### src/core/mode_select_pkg.sv
// constants for the mode and bank select register block
package mode_select_pkg;
   localparam int SR_W = 32;
   localparam logic [SR_W-1:0] SR_RESET = 32'h0000_0000;
   // field positions inside mode_and_bank_select
   localparam int AF_SHADOW_BIT = 0;
   localparam int LOCK_BIT = 1;
   localparam int IM_LO = 2;
   localparam int IM_HI = 3;
   localparam int IRQ_EN_BIT = 5;
   localparam int WIDE_BIT = 6;
   localparam int EXT_BIT = 7;
   localparam int TRIO_BIT = 8;
   localparam int MAIN_BANK_LO = 9;
   localparam int MAIN_BANK_HI = 10;
   localparam int IX_SHADOW_BIT = 16;
   localparam int IX_BANK_LO = 17;
   localparam int IX_BANK_HI = 18;
   localparam int IY_SHADOW_BIT = 24;
   localparam int IY_BANK_LO = 25;
   localparam int IY_BANK_HI = 26;
   // implemented bits; everything else is reserved and reads zero
   localparam logic [SR_W-1:0] SR_IMPL_MASK = 32'h0707_07ef;
   // selector for the set/clear control bit operations
   localparam logic [1:0] CB_EXT = 2'h0;
   localparam logic [1:0] CB_WIDE = 2'h1;
   localparam logic [1:0] CB_LOCK = 2'h2;
   // interrupt mode encodings
   localparam logic [1:0] IMODE_0 = 2'h0;
   // block counter / pointer step per iteration
   localparam logic [2:0] STEP_BYTE = 3'h1;
   localparam logic [2:0] STEP_WORD = 3'h2;
   localparam logic [2:0] STEP_LONG = 3'h4;
   // trap status bit positions
   localparam int TRAP_FETCH_BIT = 0;
   localparam int TRAP_ACK_BIT = 1;
endpackage : mode_select_pkg

### src/core/mode_select_ctl.sv
// mode and bank select register with interrupt, trap and width control
module mode_select_ctl (
   input wire logic CLK_I,
   input wire logic RST_I,
   input wire logic CE_I,
   input wire logic CTL_WR_I,
   input wire logic CTL_RD_I,
   input wire logic [mode_select_pkg::SR_W-1:0] CTL_WDATA_I,
   output logic [mode_select_pkg::SR_W-1:0] CTL_RDATA_O,
   output logic [mode_select_pkg::SR_W-1:0] SR_O,
   input wire logic SET_BIT_I,
   input wire logic CLR_BIT_I,
   input wire logic [1:0] BIT_SEL_I,
   input wire logic BANK_SWAP_I,
   input wire logic AF_SWAP_I,
   input wire logic IX_SWAP_I,
   input wire logic IY_SWAP_I,
   input wire logic IRQ_ON_I,
   input wire logic IRQ_OFF_I,
   input wire logic IM_WR_I,
   input wire logic [1:0] IM_VAL_I,
   input wire logic IRQ0_N_I,
   input wire logic INSTR_DONE_I,
   input wire logic BLOCK_ACTIVE_I,
   input wire logic ITER_DONE_I,
   output logic IRQ_TAKE_O,
   output logic STACK_OWN_ADDR_O,
   input wire logic UNDEF_FETCH_I,
   input wire logic ACK_UNDEF_I,
   input wire logic TRAP_CLR_I,
   output logic TRAP_O,
   output logic [1:0] TRAP_STATUS_O,
   input wire logic BUS_REQ_N_I,
   output logic BUS_ACK_N_O,
   input wire logic WORD_OP_I,
   input wire logic DECODER_DIRECTIVE_VALID_I,
   input wire logic DECODER_DIRECTIVE_LONG_I,
   output logic XFER_LONG_O,
   input wire logic BLOCK_WIDE_I,
   output logic [2:0] BLOCK_STEP_O,
   input wire logic LOAD8_OP_I,
   output logic FLAG_WE_O
);
   import mode_select_pkg::*;

   logic [SR_W-1:0] sr_q, sr_d;
   logic irq_meta_q, irq_sync_q;
   logic breq_meta_q, breq_sync_q;
   logic [1:0] trap_st_q, trap_st_d;
   logic [SR_W-1:0] wr_masked;
   logic set_ext, set_wide, clr_wide, set_lock, clr_lock;
   logic irq_pend, irq_point, irq_take, trap_fire, ack_trap;

   // pin synchronisers; only the second stage feeds logic
   always_ff @(posedge CLK_I or posedge RST_I) begin
      if (RST_I) begin
         irq_meta_q <= 1'b0;
         irq_sync_q <= 1'b0;
         breq_meta_q <= 1'b0;
         breq_sync_q <= 1'b0;
      end else if (CE_I) begin
         irq_meta_q <= ~IRQ0_N_I;
         irq_sync_q <= irq_meta_q;
         breq_meta_q <= ~BUS_REQ_N_I;
         breq_sync_q <= breq_meta_q;
      end
   end

   // operation decodes
   assign wr_masked = CTL_WDATA_I & SR_IMPL_MASK;
   assign set_ext = SET_BIT_I && (BIT_SEL_I == CB_EXT);
   assign set_wide = SET_BIT_I && (BIT_SEL_I == CB_WIDE);
   assign clr_wide = CLR_BIT_I && (BIT_SEL_I == CB_WIDE);
   assign set_lock = SET_BIT_I && (BIT_SEL_I == CB_LOCK);
   assign clr_lock = CLR_BIT_I && (BIT_SEL_I == CB_LOCK);

   // interrupt acceptance point: instruction end, or end of a block iteration
   assign irq_pend = irq_sync_q && sr_q[IRQ_EN_BIT];
   assign irq_point = INSTR_DONE_I || (BLOCK_ACTIVE_I && ITER_DONE_I);
   assign irq_take = irq_pend && irq_point;

   // trap: undefined fetch, or undefined vector only in interrupt mode zero
   assign ack_trap = ACK_UNDEF_I && (sr_q[IM_HI:IM_LO] == IMODE_0);
   assign trap_fire = UNDEF_FETCH_I || ack_trap;

   // next select register value; a full control load applies first, then swaps and bit ops override it
   always_comb begin
      sr_d = sr_q;
      if (CTL_WR_I) begin
         sr_d = wr_masked;
         sr_d[EXT_BIT] = wr_masked[EXT_BIT] | sr_q[EXT_BIT];
      end
      if (BANK_SWAP_I) begin
         sr_d[TRIO_BIT] = ~sr_q[TRIO_BIT];
      end
      if (AF_SWAP_I) begin
         sr_d[AF_SHADOW_BIT] = ~sr_q[AF_SHADOW_BIT];
      end
      if (IX_SWAP_I) begin
         sr_d[IX_SHADOW_BIT] = ~sr_q[IX_SHADOW_BIT];
      end
      if (IY_SWAP_I) begin
         sr_d[IY_SHADOW_BIT] = ~sr_q[IY_SHADOW_BIT];
      end
      if (IM_WR_I) begin
         sr_d[IM_HI:IM_LO] = IM_VAL_I;
      end
      if (set_ext) begin
         sr_d[EXT_BIT] = 1'b1;
      end
      if (set_wide) begin
         sr_d[WIDE_BIT] = 1'b1;
      end else if (clr_wide) begin
         sr_d[WIDE_BIT] = 1'b0;
      end
      if (set_lock) begin
         sr_d[LOCK_BIT] = 1'b1;
      end else if (clr_lock) begin
         sr_d[LOCK_BIT] = 1'b0;
      end
      if (IRQ_ON_I) begin
         sr_d[IRQ_EN_BIT] = 1'b1;
      end else if (IRQ_OFF_I) begin
         sr_d[IRQ_EN_BIT] = 1'b0;
      end
      // acknowledge clears the enable last so a handler starts masked
      if (irq_take) begin
         sr_d[IRQ_EN_BIT] = 1'b0;
      end
   end

   // trap status: hardware set wins over a same-cycle clear
   always_comb begin
      trap_st_d = trap_st_q;
      if (TRAP_CLR_I) begin
         trap_st_d = 2'h0;
      end
      if (UNDEF_FETCH_I) begin
         trap_st_d[TRAP_FETCH_BIT] = 1'b1;
      end
      if (ack_trap) begin
         trap_st_d[TRAP_ACK_BIT] = 1'b1;
      end
   end

   // select register and status; bank fields reset to bank zero
   always_ff @(posedge CLK_I or posedge RST_I) begin
      if (RST_I) begin
         sr_q <= SR_RESET;
         trap_st_q <= 2'h0;
      end else if (CE_I) begin
         sr_q <= sr_d;
         trap_st_q <= trap_st_d;
      end
   end

   // registered outputs: read port, live select, status
   always_ff @(posedge CLK_I or posedge RST_I) begin
      if (RST_I) begin
         CTL_RDATA_O <= SR_RESET;
         SR_O <= SR_RESET;
         TRAP_STATUS_O <= 2'h0;
      end else if (CE_I) begin
         if (CTL_RD_I) begin
            CTL_RDATA_O <= sr_q & SR_IMPL_MASK;
         end
         SR_O <= sr_d & SR_IMPL_MASK;
         TRAP_STATUS_O <= trap_st_d;
      end
   end

   // event outputs, one-cycle pulses; the stack address choice tells the
   // sequencer to push the block instruction's own address so it reruns
   always_ff @(posedge CLK_I or posedge RST_I) begin
      if (RST_I) begin
         IRQ_TAKE_O <= 1'b0;
         STACK_OWN_ADDR_O <= 1'b0;
         TRAP_O <= 1'b0;
      end else if (CE_I) begin
         IRQ_TAKE_O <= irq_take;
         STACK_OWN_ADDR_O <= irq_take && BLOCK_ACTIVE_I && !INSTR_DONE_I;
         TRAP_O <= trap_fire;
      end
   end

   // bus grant is refused outright while locked, not queued
   always_ff @(posedge CLK_I or posedge RST_I) begin
      if (RST_I) begin
         BUS_ACK_N_O <= 1'b1;
      end else if (CE_I) begin
         BUS_ACK_N_O <= ~(breq_sync_q && !sr_d[LOCK_BIT]);
      end
   end

   // transfer width, held until next word op; block step and flag write enable follow their inputs every cycle
   always_ff @(posedge CLK_I or posedge RST_I) begin
      if (RST_I) begin
         XFER_LONG_O <= 1'b0;
         BLOCK_STEP_O <= STEP_BYTE;
         FLAG_WE_O <= 1'b0;
      end else if (CE_I) begin
         if (WORD_OP_I) begin
            XFER_LONG_O <= DECODER_DIRECTIVE_VALID_I ? DECODER_DIRECTIVE_LONG_I : sr_q[WIDE_BIT];
         end
         // counter steps by the unit size so a reissue resumes exactly
         if (!BLOCK_WIDE_I) begin
            BLOCK_STEP_O <= STEP_BYTE;
         end else begin
            BLOCK_STEP_O <= sr_q[WIDE_BIT] ? STEP_LONG : STEP_WORD;
         end
         FLAG_WE_O <= ~LOAD8_OP_I;
      end
   end
endmodule : mode_select_ctl

### config.mk
export PLATFORM = sky130hd
export DESIGN_NAME = mode_select_ctl
export DESIGN_NICKNAME = d
export VERILOG_FILES = /design/src/core/mode_select_pkg.sv /design/src/core/mode_select_ctl.sv
export SDC_FILE = /design/constraint.sdc
export NUM_CORES = 1
export LEC_CHECK = 0
export ABC_CLOCK_PERIOD_IN_PS = 1500
export BUFFER_PORTS_ARGS = -buffer_cell sky130_fd_sc_hd__buf_2
export CORE_MARGIN = 1.5
export CORE_UTILIZATION = 39
export DETAILED_ROUTE_END_ITERATION = 8
export PLACE_DENSITY = 0.76
export SETUP_SLACK_MARGIN = 0.3
export SYNTH_ARGS = -nofsm -noshare
export SYNTH_HDL_FRONTEND = slang
export SYNTH_SLANG_ARGS = --single-unit
### constraint.sdc
create_clock -name CLK_I -period 1.5 [get_ports CLK_I]
set_input_delay 0.375 -clock CLK_I [delete_from_list [all_inputs] [get_ports CLK_I]]
set_output_delay 0.375 -clock CLK_I [all_outputs]
set_load 0.01 [all_outputs]
==> Flow_metrics.wiki <==
{| class="wikitable"
! Metric !! Value
|-
| Final worst clock skew || ~0.0041 ns
|-
| Utilization after layout || between 50 and 60%
|-
| Maximum number of pins on one net before global-route repair || 35
|-
| Via density per instance || approximately 4.5
|-
| Reg-to-reg slack, setup || around 0.4 ns
|-
| Inserted Diodes || 0
|-
| Portion of the post-synthesis area used by sequential elements || around half
|-
| Net count of the finished layout || approximately 380
|-
| Die boundary height || about 80 um
|-
| Number of enable flip-flop cells after synthesis || 0
|-
| Final weighted congestion of routability-driven global placement || 0.690
|-
| Initial DRC Count || 90
|-
| WP buf/inv || 1
|-
| HPWL after DPL || between 3 and 4 mm
|-
| Kind of start point of the critical path || flop
|-
| Wire per inst || 12.9 um
|-
| Overall die area || 6380 sq um
|-
| Max Transition Viols Final || 0
|-
| Count of buffers inserted at the top-level ports || slightly below 90
|-
| Fraction of the cycle the final worst path needs || 87.7%
|-
| Gr ovfl total || 0
|-
| Achievable Freq || approximately 760 MHz
|-
| DIE WIDTH || 79.9 um
|-
| Average cell area after synthesis || between 10 and 15 sq um
|-
| Critical Path End Type || output pin
|-
| Standby leakage power || between 1.5 and 2 nW
|-
| Period minus WS final || approximately 1.3 ns
|-
| Clock latency on the worst-skew pair || slightly below 0.3 ns
|-
| Total standard cell area after synthesis || around 2300 sq um
|-
| First drt pass iteration count || 4
|-
| Area added between synthesis and finish || 32.8%
|-
| Slowest CP cell || sky130_fd_sc_hd__dfstp_2
|-
| Placement row count || 27
|-
| Highest net fanout along the worst path || 2
|-
| Gate Count Post-Synth || about 200
|-
| Count of distinct cell types in the synthesized netlist || 31
|-
| Final setup fails || 0
|-
| Drt drc || 0
|-
| Post-route total power || between 3 and 4 mW
|-
| Number of clock sinks || 47
|-
| Fillers || 514
|-
| CTS tree || built
|-
| Synth async-reset ratio || 100%
|-
| Setup slack of the critical path after layout || about 0.18 ns
|-
| Maximum Capacitance Violations || 0
|-
| Global-route wire length before repair || roughly 7.6 mm
|-
| Vias in the first global route || ~1600
|-
| Initial antenna violation count || 0
|-
| Layout cells sized above 1 || 50.2%
|-
| Clock transition at the register clock pins on the worst setup and hold paths after CTS || roughly 0.080 ns
|-
| Worst Reg-to-Reg Cells || 4
|-
| Detailed-route via count || approximately 1800
|-
| Worst path required time || 1.12 ns
|-
| Top Ports || approximately 140
|-
| Startpoint-to-endpoint class of the critical path || reg2out
|-
| Synthesis warning total || 0
|-
| Maximum clock insertion buffer count || 2
|-
| Worst reg2reg path endpoint || TRAP_O
|-
| Setup repair after global routing missed its margin || yes
|-
| Register bit total from synthesis || between 40 and 50
|-
| Hold Path Class || in2async
|-
| IR Drop Worst-Case VDD || between 600 and 700 uV
|-
| Final Hold Violating Endpoints || 0
|-
| Overall Global Routing Usage || between 10% and 20%
|-
| Clock tree root buffer cell || sky130_fd_sc_hd__clkbuf_8
|-
| Top_reg_cell synth || sky130_fd_sc_hd__dfrtp_1
|-
| Status || finished clean
|-
| Post-placement worst setup slack || 0.0920 ns
|-
| Floorplan core area || 5610 sq um
|-
| Cell Pwr Density || approximately 1100 nW/um^2
|-
| Ordered cell list for the critical path || buf_6
|-
| Routed Antenna Nets || 0
|-
| Cts bufs inserted || 5
|-
| Total Routed Length || around 5.0 mm
|-
| Setup crit start || BUS_ACK_N_O
|-
| Starting density of the core || 41.1%
|-
| Data arrival time of the worst path || between 0.9 and 1 ns
|-
| Kind of cell with the highest combined delay on the critical path || flip-flops
|-
| CTS H-tree depth || 2
|-
| Setup_tns || 0 ns
|-
| Reg-to-Reg Start || SR_O[2]
|-
| Critical path's largest stage delay || ~0.55 ns
|}
## per-stage QoR
stage / hold slack [ns] / instance area, sq um / instances
3_3_place_gp: 0.408 / 2730 / 354
6_report: 0.0823 / 3060 / 389
2_1_floorplan: 0.398 / 2430 / 228
5_1_grt: 0.0991 / 3060 / 389
4_1_cts: 0.0886 / 2980 / 379
3_5_place_dp: 0.412 / 2730 / 354
## metal layers
metal | GRT usage, % | vias to the layer above | share of wire [%]
met3 | 4.11 | 2 | 5.9
met1 | 18.7 | 839 | 41
li1 | - | 851 | -
met5 | 0 | - | 0
met2 | 27.8 | 66 | 52
met4 | 3.79 | 0 | 0.34
## cells by family after synthesis
kind of cell | after synthesis | share of synthesized area (%)
compound gates | 37 | 11.6
other cells | 1 | 0.163
simple gates | 31 | 6.78
flops | 47 | 51.1
buf+inv | 52 | 14.8
mux | 29 | 15.6
## timing repair
item / in CTS / in global routing
gates cloned: 0 / 0
setup buffers: 17 / 10
endpoints found under the setup margin: 31 / 43
hold buffers: 0 / 0
gates resized for setup: 4 / 2
## where the power goes
group	leakage [nW]	switching, mW	internal, mW
logic	1.01	0.467	0.589
registers	0.544	0.117	1.48
clock network	0.0515	0.399	0.421
total	1.61	0.982	2.49
## worst reg2reg max path, delay by kind of cell, from the launching register on
kind            cells  cell delay, ns
compound gates      1            0.15
buf+inv             1            0.14
flops               1            0.39
simple gates        2            0.35
## state kept, by name, summed over array words and instances (netlist names)
name              flops
TRAP_STATUS_O         2
STACK_OWN_ADDR_O      1
IRQ_TAKE_O            1
FLAG_WE_O             1
CTL_RDATA_O          16
irq_meta_q            1
BUS_ACK_N_O           1
breq_meta_q           1
irq_sync_q            1
breq_sync_q           1
BLOCK_STEP_O          3
SR_O                 16
XFER_LONG_O           1
TRAP_O                1
## area by class of cell
type                    instances  area, sq um  share of cell area (%)
flip-flops and latches         47         1180                    38.5
clock buffers                   8          100                    3.27
inverters                      12         48.8                    1.59
well taps                      72         90.1                    2.94
repair buffers                121          742                    24.2
multi-input cells             129          902                    29.5
## layout by cell type, fill, tap and decap left out
cell type and n:
sky130_fd_sc_hd__inv_1 11, sky130_fd_sc_hd__buf_4 30, sky130_fd_sc_hd__clkinvlp_4 1, sky130_fd_sc_hd__mux2_4 10
sky130_fd_sc_hd__a31oi_1 5, sky130_fd_sc_hd__nand4b_1 1, sky130_fd_sc_hd__a41oi_2 1, sky130_fd_sc_hd__mux2i_1 4
sky130_fd_sc_hd__nor2_1 12, sky130_fd_sc_hd__dfrtp_2 1, sky130_fd_sc_hd__buf_2 84, sky130_fd_sc_hd__buf_12 2
sky130_fd_sc_hd__mux2_2 15, sky130_fd_sc_hd__clkbuf_8 7, sky130_fd_sc_hd__dfstp_2 2, sky130_fd_sc_hd__clkbuf_1 1
sky130_fd_sc_hd__nand3b_1 1, sky130_fd_sc_hd__a32o_1 2, sky130_fd_sc_hd__nand2_4 1, sky130_fd_sc_hd__o21ai_0 4
sky130_fd_sc_hd__nor3b_1 1, sky130_fd_sc_hd__o22ai_1 1, sky130_fd_sc_hd__nand2b_1 2, sky130_fd_sc_hd__o21a_1 2
sky130_fd_sc_hd__a221o_1 1, sky130_fd_sc_hd__a21o_1 5, sky130_fd_sc_hd__a22o_1 8, sky130_fd_sc_hd__nand3_1 4
sky130_fd_sc_hd__nor2b_1 2, sky130_fd_sc_hd__a21oi_1 8, sky130_fd_sc_hd__conb_1 32, sky130_fd_sc_hd__nand2_1 5
sky130_fd_sc_hd__nand4_1 2, sky130_fd_sc_hd__buf_6 5, sky130_fd_sc_hd__dfrtp_1 44
## how the worst max path moves through the flow
stage	to	slack (ns)	cells after the start
final	BUS_ACK_N_O	0.18	1
after global routing	BUS_ACK_N_O	0.14	1
after CTS	BUS_ACK_N_O	0.16	1
after detailed placement	SR_O[9]	0.09	3
after global placement	SR_O[18]	0.13	3
after floorplan	CTL_RDATA_O[0]	0.30	4
## Yosys cell counts (all sizes together) (2+ instances only)
cell type	n	share of area [%]
nor2	12	2.0
o21a	2	0.65
nand2b	2	0.54
a21o	5	1.6
a31oi	5	1.4
a21oi	8	1.7
dfrtp	45	49
inv	12	2.0
mux2	25	14
a22o	8	3.0
nor2b	2	0.54
mux2i	4	1.7
nand4	2	0.54
o21ai	4	0.87
buf	39	13
nand3	4	0.87
dfstp	2	2.3
a32o	2	0.87
nand2	6	1.3
(Power assumes the default switching activity.)
